File: src/core/rsd_pkg.sv
/*
  shared constants and types for the rotate/subtract datapath.
  assumes an 8-bit core with 128 file registers and 32 auxiliary registers.
*/
package rsd_pkg;
  localparam int DATA_W = 8;
  localparam int FILE_ADDR_W = 7;
  localparam int AUX_ADDR_W = 5;
  localparam int AUX_COUNT = 32;
  localparam int NIBBLE_MSB = 3;
  localparam logic [7:0] WORK_RESET = 8'h00;
  localparam logic [7:0] AUX_RESET = 8'h00;
  localparam logic CARRY_RESET = 1'b0;
  localparam logic ZERO_RESET = 1'b0;
  localparam logic DIGIT_RESET = 1'b0;
  localparam logic WRITE_STROBE_RESET = 1'h0;
  localparam logic [6:0] WRITE_ADDR_RESET = 7'h00;
  localparam logic [7:0] WRITE_DATA_RESET = 8'h00;
  localparam logic DEST_WORK = 1'b0;
  localparam logic DEST_FILE = 1'b1;

  typedef enum logic [5:0] {
    OP_NONE = 6'b000001,
    OP_ROTATE_LEFT = 6'b000010,
    OP_ROTATE_RIGHT = 6'b000100,
    OP_SUB_REGISTER = 6'b001000,
    OP_SUB_IMMEDIATE = 6'b010000,
    OP_AUX_READ = 6'b100000
  } op_type;
endpackage

File: src/core/alu_result_if.sv
/*
  carries the arithmetic unit's operands and results to the datapath.
  assumes a purely combinational unit on the far side.
*/
`timescale 1ns/100ps
interface alu_result_if;
  import rsd_pkg::*;
  op_type op;
  logic [7:0] operandA;
  logic [7:0] work;
  logic carryIn;
  logic [7:0] result;
  logic carryOut;
  logic digitOut;
  logic zeroOut;
  modport core (output op, operandA, work, carryIn,
    input result, carryOut, digitOut, zeroOut);
  modport unit (input op, operandA, work, carryIn,
    output result, carryOut, digitOut, zeroOut);
endinterface

File: src/core/rotate_subtract_datapath.sv
/*
  one-cycle datapath for rotate through carry, subtract with borrow and
  auxiliary page read, built around the combinational arithmetic unit.
  assumes fileData carries the contents of fileAddr in the same cycle,
  that the register file takes fileWrite as a one-cycle write strobe and
  that the store into the auxiliary page arrives on auxWrite from outside.
*/
// Functional notes
// - rotate left: bits move up, old carry to bit 0, bit 7 to carry
// - rotate right: bits move down, old carry to bit 7, bit 0 to carry
// - destination bit 0: result to working register, file register kept
// - destination bit 1: result written back to addressed file register
// - file plus inverted working plus carry to destination, sets Z DC C
// - immediate plus inverted working plus carry into working, Z DC C
// - auxiliary read: indexed auxiliary register to working, no flags
`timescale 1ns/100ps
module rotate_subtract_datapath
  import rsd_pkg::*;
(
  input wire logic sys_clk,
  input wire logic nrst,
  input wire logic opValid,
  input wire op_type opCode,
  input wire logic destSel,
  input wire logic [6:0] fileAddr,
  input wire logic [7:0] fileData,
  input wire logic [7:0] immediate,
  input wire logic [4:0] auxIndex,
  input wire logic auxWrite,
  input wire logic [7:0] auxWriteData,
  output logic [7:0] workReg,
  output logic carryFlag,
  output logic zeroFlag,
  output logic digitFlag,
  output logic fileWrite,
  output logic [6:0] fileWriteAddr,
  output logic [7:0] fileWriteData
);
  alu_result_if alu ();
  logic [7:0] workReg_r;
  logic carry_r;
  logic zero_r;
  logic digit_r;
  logic fileWrite_r;
  logic [6:0] fileWriteAddr_r;
  logic [7:0] fileWriteData_r;
  logic [7:0] auxRegs_r [AUX_COUNT];
  logic [7:0] auxReadData;
  logic isRotLeft;
  logic isRotRight;
  logic isSubReg;
  logic isSubImm;
  logic isAuxRead;
  logic isRotate;
  logic isSub;
  logic toFile;
  logic toWork;

  // plain decode of the one-hot code; opValid low or an idle code does nothing
  always_comb
  begin
    isRotLeft = 1'h0;
    isRotRight = 1'h0;
    isSubReg = 1'h0;
    isSubImm = 1'h0;
    isAuxRead = 1'h0;
    if (opValid)
    begin
      case (opCode)
        OP_ROTATE_LEFT:
        begin
          isRotLeft = 1'h1;
        end
        OP_ROTATE_RIGHT:
        begin
          isRotRight = 1'h1;
        end
        OP_SUB_REGISTER:
        begin
          isSubReg = 1'h1;
        end
        OP_SUB_IMMEDIATE:
        begin
          isSubImm = 1'h1;
        end
        OP_AUX_READ:
        begin
          isAuxRead = 1'h1;
        end
        default:
        begin
          isAuxRead = 1'h0;
        end
      endcase
    end
  end

  assign isRotate = isRotLeft || isRotRight;
  assign isSub = isSubReg || isSubImm;

  // destination select applies to rotates and the register subtract only;
  // the immediate form has no file operand to write back
  assign toFile = (isRotate || isSubReg) && (destSel == DEST_FILE);
  assign toWork = isSubImm
    || ((isRotate || isSubReg) && (destSel == DEST_WORK));

  // operands for the arithmetic unit
  assign alu.op = opValid ? opCode : OP_NONE;
  assign alu.operandA = isSubImm ? immediate : fileData;
  assign alu.work = workReg_r;
  assign alu.carryIn = carry_r;

  rotate_subtract_unit rotate_subtract_unit_inst (
    .bus(alu)
  );

  // one write decode per entry keeps each entry in a process of its own
  genvar g;
  generate
    for (g = 0; g < AUX_COUNT; g++)
    begin : gAux
      logic hit;
      assign hit = auxWrite && (auxIndex == 5'(g));
      always_ff @(posedge sys_clk)
      begin
        if (!nrst)
        begin
          auxRegs_r[g] <= AUX_RESET;
        end
        else if (hit)
        begin
          auxRegs_r[g] <= auxWriteData;
        end
      end
    end
  endgenerate
  assign auxReadData = auxRegs_r[auxIndex];

  // a read of the entry stored in the same cycle returns the old value
  always_ff @(posedge sys_clk)
  begin
    if (!nrst)
    begin
      workReg_r <= WORK_RESET;
    end
    else if (isAuxRead)
    begin
      workReg_r <= auxReadData;
    end
    else if (toWork)
    begin
      workReg_r <= alu.result;
    end
  end

  always_ff @(posedge sys_clk)
  begin
    if (!nrst)
    begin
      carry_r <= CARRY_RESET;
    end
    else if (isRotate || isSub)
    begin
      carry_r <= alu.carryOut;
    end
  end

  // rotates touch carry only, so zero and digit wait for a subtract
  always_ff @(posedge sys_clk)
  begin
    if (!nrst)
    begin
      zero_r <= ZERO_RESET;
    end
    else if (isSub)
    begin
      zero_r <= alu.zeroOut;
    end
  end

  always_ff @(posedge sys_clk)
  begin
    if (!nrst)
    begin
      digit_r <= DIGIT_RESET;
    end
    else if (isSub)
    begin
      digit_r <= alu.digitOut;
    end
  end

  // the strobe is registered, so the file sees the write one cycle late
  // and must forward it to a back-to-back read of the same address
  always_ff @(posedge sys_clk)
  begin
    if (!nrst)
    begin
      fileWrite_r <= WRITE_STROBE_RESET;
    end
    else
    begin
      fileWrite_r <= toFile;
    end
  end

  // address and data hold between writes
  always_ff @(posedge sys_clk)
  begin
    if (!nrst)
    begin
      fileWriteAddr_r <= WRITE_ADDR_RESET;
    end
    else if (toFile)
    begin
      fileWriteAddr_r <= fileAddr;
    end
  end

  always_ff @(posedge sys_clk)
  begin
    if (!nrst)
    begin
      fileWriteData_r <= WRITE_DATA_RESET;
    end
    else if (toFile)
    begin
      fileWriteData_r <= alu.result;
    end
  end

  assign workReg = workReg_r;
  assign carryFlag = carry_r;
  assign zeroFlag = zero_r;
  assign digitFlag = digit_r;
  assign fileWrite = fileWrite_r;
  assign fileWriteAddr = fileWriteAddr_r;
  assign fileWriteData = fileWriteData_r;
endmodule

File: src/core/rotate_subtract_unit.sv
/*
  combinational rotate and subtract-with-borrow arithmetic.
  assumes operands are stable within the instruction cycle.
*/
`timescale 1ns/100ps
module rotate_subtract_unit
  import rsd_pkg::*;
(
  alu_result_if.unit bus
);
  logic [8:0] sum;
  logic [4:0] lowSum;

  always_comb
  begin
    sum = {1'b0, bus.operandA} + {1'b0, ~bus.work} + {8'h00, bus.carryIn};
    lowSum = {1'b0, bus.operandA[NIBBLE_MSB:0]}
      + {1'b0, ~bus.work[NIBBLE_MSB:0]} + {4'h0, bus.carryIn};
    bus.result = sum[7:0];
    bus.carryOut = sum[8];
    bus.digitOut = lowSum[4];
    case (bus.op)
      OP_ROTATE_LEFT:
      begin
        bus.result = {bus.operandA[6:0], bus.carryIn};
        bus.carryOut = bus.operandA[7];
      end
      OP_ROTATE_RIGHT:
      begin
        bus.result = {bus.carryIn, bus.operandA[7:1]};
        bus.carryOut = bus.operandA[0];
      end
      default:
      begin
        bus.result = sum[7:0];
      end
    endcase
    bus.zeroOut = (bus.result == 8'h00);
  end
endmodule

File: config.mk
export PLATFORM = sky130hd
export DESIGN_NAME = rotate_subtract_datapath
export DESIGN_NICKNAME = d
export VERILOG_FILES = /design/src/core/rsd_pkg.sv /design/src/core/alu_result_if.sv /design/src/core/rotate_subtract_datapath.sv /design/src/core/rotate_subtract_unit.sv
export SDC_FILE = /design/constraint.sdc
export NUM_CORES = 1
export LEC_CHECK = 0
export BUFFER_PORTS_ARGS = -buffer_cell sky130_fd_sc_hd__buf_2
export CELL_PAD_IN_SITES_DETAIL_PLACEMENT = 1
export CELL_PAD_IN_SITES_GLOBAL_PLACEMENT = 2
export CORE_ASPECT_RATIO = 0.8
export CORE_MARGIN = 8
export CORE_UTILIZATION = 27
export CTS_BUF_LIST = sky130_fd_sc_hd__clkbuf_8
export CTS_CLUSTER_SIZE = 10
export DETAILED_ROUTE_END_ITERATION = 16
export PLACE_DENSITY = 0.58
export RECOVER_POWER = 50
export SLEW_MARGIN = 25
export SYNTH_ARGS = -nofsm -noshare
export SYNTH_HDL_FRONTEND = slang
export SYNTH_SLANG_ARGS = --single-unit
File: constraint.sdc
create_clock -name sys_clk -period 6.28 [get_ports sys_clk]
set_input_delay 0.628 -clock sys_clk [delete_from_list [all_inputs] [get_ports sys_clk]]
set_output_delay 0.628 -clock sys_clk [all_outputs]
set_load 0.01 [all_outputs]
# Word level (Yosys, flattened, before mapping)
# Memory sizes are Yosys's and may differ from the RTL's.
# Index checks and enable logic that the tools add are counted.
# word_totals
n_memories	1
ff_bits	27
word_cells	272
input_bits	47
ram_bits	256
# mem_list
memory	depth	word_bits	rd	rd_clocked_by_memory_dff	write_ports	line	text
auxRegs_r	32	8	1	0	32	rotate_subtract_datapath.sv:47	logic [7:0] auxRegs_r [AUX_COUNT];
# op_classes
eq_ne	38
n_reduce_logical	42
mux	145
bitwise	35
n_addsub	4
# op_table
operator	count
$mux W8	35
$mux W1	107
$eq A5 B5 Y1 const B	16
$eq A5 B4 Y1 const B	8
$logic_and A1 B1 Y1	34
$or A1 B1 Y1	32
$eq A5 B3 Y1 const B	4
$pmux W8 S2	1
$eq A6 B2 Y1 const B	2
$eq A6 B3 Y1 const B	2
$eq A5 B2 Y1 const B	2
$add A8 B8 Y9	1
$add A9 B1 Y9	1
$logic_not A8 Y1	1
$not A8 Y8	1
$eq A6 B4 Y1 const B	1
$eq A6 B5 Y1 const B	1
$eq A6 B6 Y1 const B	1
$mux W6	1
$add A4 B4 Y5	1
$add A5 B1 Y5	1
$eq A5 B1 Y1 const B	1
$logic_not A5 Y1	1
$logic_or A1 B1 Y1	5
4 further kinds	4

# Depth between registers and ports, before layout
# Gate-level depths: netlist (run 1).
# depth
ltp_word	9
depth_mapped	13

# Hierarchy
# Synthesis (run 1) repeated with hierarchy kept, for this count alone.
# hier_totals
cells_unflattened	1088
hier_area_um2	14144.8
# modules_own_cells
module	cells_per_inst	area_each_um2	n_inst
rotate_subtract_datapath	972	13365.3	1
rotate_subtract_unit	116	779.5	1

# Least setup slack after synthesis (run 1)
# No wires, ideal clock.
# synth_path
kind	input-to-reg
start	input port opCode[1]
end	register workReg_r[6] (netlist: workReg[6])
cell_stages	13
path_slack_ps	2902
arrival_time_ps	3264
t_required_ps	6165
cell_sequence	buf_4 -> nor4b_4 -> nand2_2 -> mux2i_1 -> fa_1 -> fa_1 -> nor2b_1 -> o221ai_1 -> a21oi_1 -> xor2_1 -> a21oi_1 -> a21oi_1 -> o21a_1
# synth_between
elab_chain_cells	9
elab_cells_between_ends	29
classes_between	2 x add/sub; 7 x eq/ne; 15 x mux; 5 x reduce/logical
# synth_rtl
element	line	text
start: declaration	rotate_subtract_datapath.sv:23	input wire op_type opCode,
$eq A6 B5 Y1	rotate_subtract_datapath.sv:69	case (opCode)
$mux W1	rotate_subtract_datapath.sv:69	
$mux W1	rotate_subtract_datapath.sv:67	if (opValid)
$mux W8	rotate_subtract_datapath.sv:109	assign alu.operandA = isSubImm ? immediate : fileData;
$add A8 B8 Y9	rotate_subtract_unit.sv:16	sum = {1'b0, bus.operandA} + {1'b0, ~bus.work} + {8'h00, bus.carryIn};
$add A9 B1 Y9	rotate_subtract_unit.sv:16	
$pmux W8 S2	rotate_subtract_unit.sv:22	case (bus.op)
$mux W8	rotate_subtract_datapath.sv:150	else if (toWork)
$mux W8	rotate_subtract_datapath.sv:146	else if (isAuxRead)
end signal: assignment	rotate_subtract_datapath.sv:148	workReg_r <= auxReadData;
end signal: assignment	rotate_subtract_datapath.sv:152	workReg_r <= alu.result;
end: declaration	rotate_subtract_datapath.sv:40	logic [7:0] workReg_r;
# Parallel ways exist; a longest one is shown, timed or not. The select of a mux whose other input is x is not followed.
# A chain may end at the register's enable or synchronous reset.

==> results of run 1 <==
worst max path at each step:
stage          cells after the start               end        start
2_1_floorplan                     13        workReg[6]    opCode[1]
3_3_place_gp                      12        workReg[2]    opCode[5]
3_5_place_dp                      12        workReg[2]    opCode[5]
4_1_cts                           12        workReg[2]    opCode[5]
5_1_grt                            4  auxRegs_r[19][6]  auxIndex[1]
6_report                           4  auxRegs_r[19][6]  auxIndex[1]
power by group:
part           total (mW)  switching, mW  internal, mW
Sequential           2.18         0.0297          2.15
Combinational       0.418          0.260         0.158
Clock                1.51          0.792         0.720
Total                4.11           1.08          3.03
flip-flops by register name, summed over array words and instances (netlist names):
name,flops
auxRegs_r,256
fileWrite,1
workReg,8
digitFlag,1
fileWriteAddr,7
carryFlag,1
zeroFlag,1
fileWriteData,8
per-stage QoR:
stage	utilization [%]	instance area (um^2)	worst slack [ps]
CTS	30.9	15700	2830
floorplan	-	13800	2900
global placement	29.3	14900	2190
global route	30.8	15700	1310
finish	30.8	15700	1570
detailed placement	29.3	14900	2190
per-layer routing:
| metal | wire length, um | vias up | track usage (%) |
|---|---|---|---|
| met5 | 0 | - | 0 |
| met2 | 18400 | 229 | 21.3 |
| met1 | 21300 | 4384 | 22.0 |
| li1 | - | 3818 | - |
| met3 | 2540 | 65 | 3.16 |
| met4 | 829 | 0 | 3.21 |
tightest hold or removal path, delay by kind of cell:
kind	cells	cell delay (ps)
buffers and inverters	1	100
AO/OA/AOI/OAI	1	60
AND/OR/NAND/NOR	1	40
layout make-up:
cell class / instances / area, um^2
multi-input cells: 633 / 5250
clock buffers: 49 / 674
diodes: 1 / 2.50
clock inverters: 32 / 144
inverters: 11 / 41.3
fillers: 5470 / 35200
well taps: 684 / 856
flip-flops and latches: 283 / 8230
repair buffers: 93 / 455
logic make-up (layout without fill, tap and decap cells):
logic type / count (synthesis) / after routing / share of synthesized area, %
adder cells (fa/ha/maj): 9 / 9 / 0.923
XOR/XNOR: 7 / 7 / 0.444
AO/OA/AOI/OAI: 101 / 101 / 4.71
other: 0 / 1 / 0
multiplexers: 97 / 97 / 14.3
buffers and inverters: 79 / 185 / 2.60
AND/OR/NAND/NOR: 419 / 419 / 17.5
flip-flops: 283 / 283 / 59.5
cell usage after synthesis, drive strengths merged, types with 10 or more instances:
| library cell | count |
|---|---|
| a21boi | 11 |
| a21oi | 10 |
| and2 | 260 |
| buf | 20 |
| clkbuf | 48 |
| dfxtp | 27 |
| edfxtp | 256 |
| inv | 11 |
| mux2i | 11 |
| mux4 | 80 |
| nand2 | 42 |
| nand3 | 10 |
| nor2 | 58 |
| nor2b | 10 |
| o21ai | 43 |
==> impl_metrics.yaml, run 1 <==
route:
  via_count: 8496
  total_length_of_routed_wires_um: 43100
  avgRoutedWirePerCell_um: 24.2
  post-route-drc-count: 0
  detailedRoute.firstIterationViolations: 696
  ant_nets: 0
  drt-pass1-iter-count: 4
  route.detailed.vias_per_inst: 4.76
hold_path:
  timing.hold.worst_endpoint: "fileWriteAddr[2]"
  whs_path_depth: 3
  min_path_type: "input port to flip-flop"
  timing.hold.worst.start: "fileAddr[2]"
run_status:
  run_status: "finished, violations left"
  violations: "capacitance limit, slew limit"
sta:
  final.period_utilization_pct: 74.9
  fmaxAchievable_mhz: 212
  worst-slew-pin-transition_ps: 3170
  rsz0062_at_grt: "no"
  min_period_ps: 4710
  report.final.slew_viol_count: 82
  clock_skew_ps: 38.9
  setup_viol: 0
  final_hold_slack_ps: 293
  final_hold_violating_endpoints: 0
  slew_headroom_pct: -112
  setup_tns_ps: 0
synth:
  ys_types: 56
  synth.yosys.seq_area_share_pct: 59.5
  mappedNetlistArea_um2: 13800
  synth_top_cell_area_share_pct: 55.6
  ys_dominant_reg_cell: "edfxtp_1"
  synth_top_cells_by_area: "edfxtp_1, mux4_2, and2_1"
  ys_async_sr_fraction_pct: 0
  synth_seq_cells: 283
  syn_avg_cell_area_um2: 13.9
  yosysWarnings: 0
  netlist.top_cell.by_area: "edfxtp_1"
  cell_count_after_synthesis: 995
  post_synth_edffs: 256
  mappedNetlistNets: 1051
layout:
  layout.cells.non_filler: 1786
  fin_nets: 1126
  drive_gt1_share_pct: 18.7
  layout_common_cells: "edfxtp_1, and2_1, and2_0, mux4_2, nor2_1"
  synthToLayoutAreaGrowth_pct: 13.2
  most_common_cell_after_layout_fill_and_taps_aside: "edfxtp_1"
critical_path:
  worstReg2RegStart: "carryFlag"
  worst_setup_ep_type: "flip-flop"
  crit_path_top_delay_cell: "clkbuf_1"
  setup_slack_on_the_worst_flop_to_flop_path_ps: 3330
  crit_type: "input port to flip-flop"
  timing.critical_path.cells: "clkbuf_1 -> buf_4 -> nand4_1 -> o21ai_1"
  r2r_cells: 9
  required_ps: 6480
  critical_path.reg2reg.endpoint: "workReg[2]"
  setup.worst_path.start_class: "input port"
  crit_fanout: 45
  crit_buf_inv: 2
  cp_slowest_stage_delay_ps: 2200
  worst_path_dominant_cell_family: "buffers and inverters"
  worstPathArrival_ps: 4900
global_route:
  maximum_number_of_pins_on_one_net_before_global_route_repair: 52
  gr-usage-all-layers_pct: 14.6
  global_route_wire_length_before_repair_um: 63100
  total_global_routing_overflow: 0
  first_global_vias: 8857
  grt_antenna_before_repair: 4
floorplanning:
  floorplan.die.height_um: 218
  start_util_pct: 27.2
  die_x_um: 269
  num_rows: 74
  top_level_ports: 74
  die_area_um2: 58700
  core_area_um2: 50800
power:
  power.ir.vdd_worst_mv: 0.126
  power_per_cell_area_nw_per_um2: 262
  design_power_total_mw: 4.11
  power.static_leakage_nw: 5.26
place:
  globalplace.congestion: 0.750
  port_buffers: 73
  place_hpwl_um: 28700
  dpl.cell_count: 1703
clocking:
  cts.sink_count: 283
  number_of_buffers_added_for_setup_after_cts: 0
  cts-hold-fix-buffers: 0
  cts.clk_slew.worst_paths_ps: 60
  clk_latency_ps: 610
  cts_root_buf: "clkbuf_8"
  tritoncts: "built"
  cts.htree.levels: 2
  post_cts_resize_count: 0
  cts_made_buffers: 48
  clk_path_buf_depth: 3
job:
  max_cap_violations: 5
Note: power is estimated with default switching activity, not from simulation.
==> run 2: changes to the inputs <==
--- a/config.mk
+++ b/config.mk
@@ -14,7 +14,7 @@
 export CTS_BUF_LIST = sky130_fd_sc_hd__clkbuf_8
 export CTS_CLUSTER_SIZE = 10
 export DETAILED_ROUTE_END_ITERATION = 16
-export PLACE_DENSITY = 0.58
+export PLACE_DENSITY = 0.6
 export RECOVER_POWER = 50
 export SLEW_MARGIN = 25
 export SYNTH_ARGS = -nofsm -noshare
==> constraint.sdc (replaced) <==
create_clock -name sys_clk -period 3.9 [get_ports sys_clk]
set_input_delay 0.39 -clock sys_clk [delete_from_list [all_inputs] [get_ports sys_clk]]
set_output_delay 0.39 -clock sys_clk [all_outputs]
set_load 0.01 [all_outputs]
==> impl_metrics.yaml, run 2 (synthesis gave the netlist of run 1 again) <==
global_route:
  grt_antenna_before_repair: 8
  busiest_layer: "met2"
  grtUsageMet2_pct: 21.2
  first_global_vias: 9087
  global_route_wire_length_before_repair_um: 60900
  gr-usage-all-layers_pct: 13.9
  total_global_routing_overflow: 0
  global_route.usage.met3_pct: 2.97
  maximum_number_of_pins_on_one_net_before_global_route_repair: 45
  global_route.usage.met1_pct: 20.0
floorplanning:
  floorplan.die.height_um: 218
  die_area_um2: 58700
  top_level_ports: 74
  core_area_um2: 50800
  start_util_pct: 27.2
  die_x_um: 269
  num_rows: 74
hold_path:
  whs_path_depth: 3
  timing.hold.worst.start: "fileAddr[2]"
  min_path_type: "input port to flip-flop"
  timing.hold.worst_endpoint: "fileWriteAddr[2]"
sta:
  min_period_ps: 3220
  slew_headroom_pct: -9.85
  rsz0062_at_grt: "no"
  worst-slew-pin-transition_ps: 1650
  report.final.slew_viol_count: 22
  final_hold_violating_endpoints: 0
  fmaxAchievable_mhz: 310
  setup_tns_ps: 0
  clock_skew_ps: 43.4
  final.period_utilization_pct: 82.7
  setup_viol: 0
layout:
  synthToLayoutAreaGrowth_pct: 14.7
  most_common_cell_after_layout_fill_and_taps_aside: "edfxtp_1"
  fin_nets: 1150
  drive_gt1_share_pct: 18.8
  nFillCells: 5450
  layout.cells.non_filler: 1814
  largest_register_ff_count: 256
  register_with_the_most_flip_flops: "auxRegs_r"
  layout_common_cells: "edfxtp_1, and2_1, mux4_2, nor2_1, clkbuf_1"
clocking:
  cts_made_buffers: 48
  cts_root_buf: "clkbuf_8"
  cts.htree.levels: 2
  clk_latency_ps: 620
  number_of_buffers_added_for_setup_after_cts: 0
  tritoncts: "built"
  clk_path_buf_depth: 3
  post_cts_resize_count: 0
  cts.sink_count: 283
  cts.clk_slew.worst_paths_ps: 60
  cts-hold-fix-buffers: 0
critical_path:
  setup_slack_on_the_worst_flop_to_flop_path_ps: 1120
  cp_slowest_stage_delay_ps: 1160
  required_ps: 4360
  crit_path_top_delay_cell: "clkbuf_1"
  r2r_cells: 10
  worst_setup_ep_type: "flip-flop"
  worstReg2RegStart: "carryFlag"
  crit_fanout: 23
  timing.critical_path.cells: "clkbuf_1 -> buf_12 -> clkbuf_1 -> mux4_2 -> mux4_2 -> a31oi_1 -> a21boi_0"
  worstPathArrival_ps: 3680
  critical_path.reg2reg.endpoint: "workReg[6]"
  setup.worst_path.start_class: "input port"
  crit_type: "input port to flip-flop"
place:
  globalplace.congestion: 0.778
  dpl.cell_count: 1728
  place_hpwl_um: 27900
  port_buffers: 73
route:
  post-route-drc-count: 0
  avgRoutedWirePerCell_um: 22.7
  via_count: 8462
  drt-pass1-iter-count: 4
  route.detailed.vias_per_inst: 4.66
  ant_nets: 0
  total_length_of_routed_wires_um: 41200
  detailedRoute.firstIterationViolations: 625
run_status:
  violations: "capacitance limit, slew limit"
  run_status: "finished, violations left"
power:
  power.static_leakage_nw: 5.39
  power.ir.vdd_worst_mv: 0.261
  power_per_cell_area_nw_per_um2: 424
job:
  max_cap_violations: 1
[run 2: worst max-delay path by stage]
| stage | startpoint | end | slack (ps) | depth (start not counted) |
|---|---|---|---|---|
| after global routing | auxIndex[1] | workReg[7] | 550 | 8 |
| after detailed placement | opCode[1] | workReg[6] | 310 | 13 |
| after floorplan | opCode[1] | workReg[6] | 760 | 13 |
| after CTS | opCode[1] | workReg[6] | 940 | 13 |
| final | auxIndex[1] | workReg[2] | 680 | 7 |
| after global placement | opCode[1] | workReg[6] | 400 | 13 |
[run 2: layout make-up]
| type | count | area, um^2 | area share [%] |
|---|---|---|---|
| Multi-Input combinational cell | 633 | 5240 | 33.0 |
| Tap cell | 684 | 856 | 5.40 |
| Timing Repair Buffer | 117 | 604 | 3.81 |
| Inverter | 11 | 41.3 | 0.260 |
| Sequential cell | 283 | 8230 | 51.9 |
| Clock buffer | 48 | 661 | 4.17 |
| Clock inverter | 37 | 224 | 1.41 |
| Antenna cell | 1 | 2.50 | 0.0158 |
[run 2: power by group]
| part | internal [mW] | total, mW | switching [mW] | leakage (nW) |
|---|---|---|---|---|
| Clock | 1.29 | 2.55 | 1.26 | 0.498 |
| Sequential | 3.46 | 3.50 | 0.0442 | 2.66 |
| Combinational | 0.260 | 0.662 | 0.402 | 2.24 |
| Total | 5.00 | 6.71 | 1.71 | 5.39 |
[run 2: worst max-delay path, delay by kind of cell]
kind | cells | cell delay (ps)
buffers and inverters | 3 | 1890
multiplexers | 2 | 980
AO/OA/AOI/OAI | 2 | 380
[run 2: layer usage]
layer | part of all wire [%] | vias up
met4 | 1.7 | 4
li1 | - | 3877
met1 | 49 | 4326
met5 | 0.056 | -
met3 | 5.7 | 57
met2 | 44 | 198
[run 2: through the flow]
step / worst slack [ps] / instance area, um^2 / hold WS [ps] / utilization [%] / power (mW)
detailed placement: 305 / 15100 / 457 / 29.7 / 4.26
finish: 676 / 15900 / 58.3 / 31.2 / 6.71
floorplan: 760 / 13800 / 481 / - / 3.96
CTS: 942 / 16000 / 5.30 / 31.5 / 6.86
global placement: 399 / 15100 / 451 / 29.7 / 4.25
global route: 552 / 15800 / 26.3 / 31.2 / 7.00
==> run 3: changes to the inputs <==
==> constraint.sdc (replaced) <==
create_clock -name sys_clk -period 2.84 [get_ports sys_clk]
set_input_delay 0.284 -clock sys_clk [delete_from_list [all_inputs] [get_ports sys_clk]]
set_output_delay 0.284 -clock sys_clk [all_outputs]
set_load 0.01 [all_outputs]
==> impl_metrics.yaml, run 3 (synthesis gave the netlist of run 1 again) <==
run_status:
  run_status: "finished, final reports clean"
critical_path:
  setup.worst_path.start_class: "input port"
  worstPathArrival_ps: 3010
  worst_setup_ep_type: "flip-flop"
  crit_fanout: 20
  required_ps: 3300
  crit_type: "input port to flip-flop"
clocking:
  cts.sink_count: 283
  cts.htree.levels: 2
  tritoncts: "built"
  number_of_buffers_added_for_setup_after_cts: 0
  cts.clk_slew.worst_paths_ps: 70
  clk_path_buf_depth: 3
  cts_made_buffers: 49
  cts_root_buf: "clkbuf_8"
  clk_latency_ps: 610
sta:
  setup_viol: 0
  clock_skew_ps: 48.1
  setup_tns_ps: 0
  worst-slew-pin-transition_ps: 855
  slew_headroom_pct: 43.0
  report.final.slew_viol_count: 0
  rsz0062_at_grt: "no"
  final_hold_violating_endpoints: 0
  final_hold_slack_ps: 202
  setup_ws_ps: 285
  fmaxAchievable_mhz: 391
  final.period_utilization_pct: 90.0
  min_period_ps: 2550
place:
  place_worst_setup_slack_ps: -261
  globalplace.congestion: 0.809
  place_hpwl_um: 28400
  dpl.cell_count: 1784
  port_buffers: 73
global_route:
  first_global_vias: 9224
  grt_antenna_before_repair: 4
  maximum_number_of_pins_on_one_net_before_global_route_repair: 36
  global_route_wire_length_before_repair_um: 61200
  total_global_routing_overflow: 0
  gr-usage-all-layers_pct: 13.9
layout:
  layout.cells.non_filler: 1878
  largest_register_ff_count: 256
  nFillCells: 5438
  most_common_cell_after_layout_fill_and_taps_aside: "edfxtp_1"
  antenna-diode-count: 0
  synthToLayoutAreaGrowth_pct: 18.5
  register_with_the_most_flip_flops: "auxRegs_r"
  fin_nets: 1214
  layout_common_cells: "edfxtp_1, and2_1, mux4_2, buf_4, and2_0"
  drive_gt1_share_pct: 23.0
power:
  design_power_total_mw: 9.25
  power.static_leakage_nw: 5.70
  power_per_cell_area_nw_per_um2: 565
  power.ir.vdd_worst_mv: 0.328
floorplanning:
  top_level_ports: 74
  die_area_um2: 58700
  die_x_um: 269
  start_util_pct: 27.2
  core_area_um2: 50800
  floorplan.die.height_um: 218
  num_rows: 74
route:
  total_length_of_routed_wires_um: 41000
  ant_nets: 0
  detailedRoute.firstIterationViolations: 545
  avgRoutedWirePerCell_um: 21.8
  post-route-drc-count: 0
  route.detailed.vias_per_inst: 4.63
  via_count: 8703
  drt-pass1-iter-count: 5
job:
  max_cap_violations: 0
hold_path:
  min_path_type: "input port to flip-flop"
run 3: worst max-delay path, cell delays in order:
cell      delay, ps
clkbuf_2        640
buf_12          280
mux4_2          560
mux4_2          490
mux2i_1         330
nor2_1          110
a221oi_1        220
nor2b_1          70
run 3: final cells by class:
class	count	area (um^2)	area share [%]
flip-flops and latches	283	8230	50.2
repair buffers	180	1140	6.97
multi-input cells	633	5240	32.0
well taps	684	856	5.23
inverters	11	41.3	0.252
clock buffers	49	674	4.12
clock inverters	38	193	1.18
run 3: routing by layer:
metal / up-vias / global-route usage (%) / part of all wire (%)
met2: 240 / 20.7 / 43
li1: 4001 / - / -
met5: - / 0 / 0.066
met3: 71 / 2.86 / 5.7
met4: 4 / 3.32 / 2.0
met1: 4387 / 20.6 / 50
run 3: metrics by stage:
step,utilization [%],instance area [um^2]
detailed placement,30.6,15600
finish,32.2,16400
global route,32.2,16400
floorplan,-,13800
global placement,30.6,15600
CTS,32.5,16500
run 3: where the power goes:
| group | internal [mW] | total (mW) | leakage, nW | switching, mW |
|---|---|---|---|---|
| sequential | 4.75 | 4.81 | 2.66 | 0.0669 |
| combinational | 0.429 | 0.997 | 2.52 | 0.568 |
| clock | 1.70 | 3.44 | 0.520 | 1.73 |
| total | 6.88 | 9.25 | 5.70 | 2.37 |
run 3: repair_timing:
item | CTS | global route
resized for setup | 0 | 0
endpoints found under the hold margin | 7 | 0
hold buffers | 7 | 0
run 3: worst paths after layout:
path / slack (ps) / start / depth (start not counted) / endpoint
setup / recovery: 290 / auxIndex[0] / 8 / workReg[1]
hold reg to reg: 460 / fileWriteAddr[6] / 2 / fileWriteAddr[6]
setup reg to reg: 300 / carryFlag / 10 / fileWriteData[4]
hold / removal: 200 / fileData[7] / 4 / carryFlag
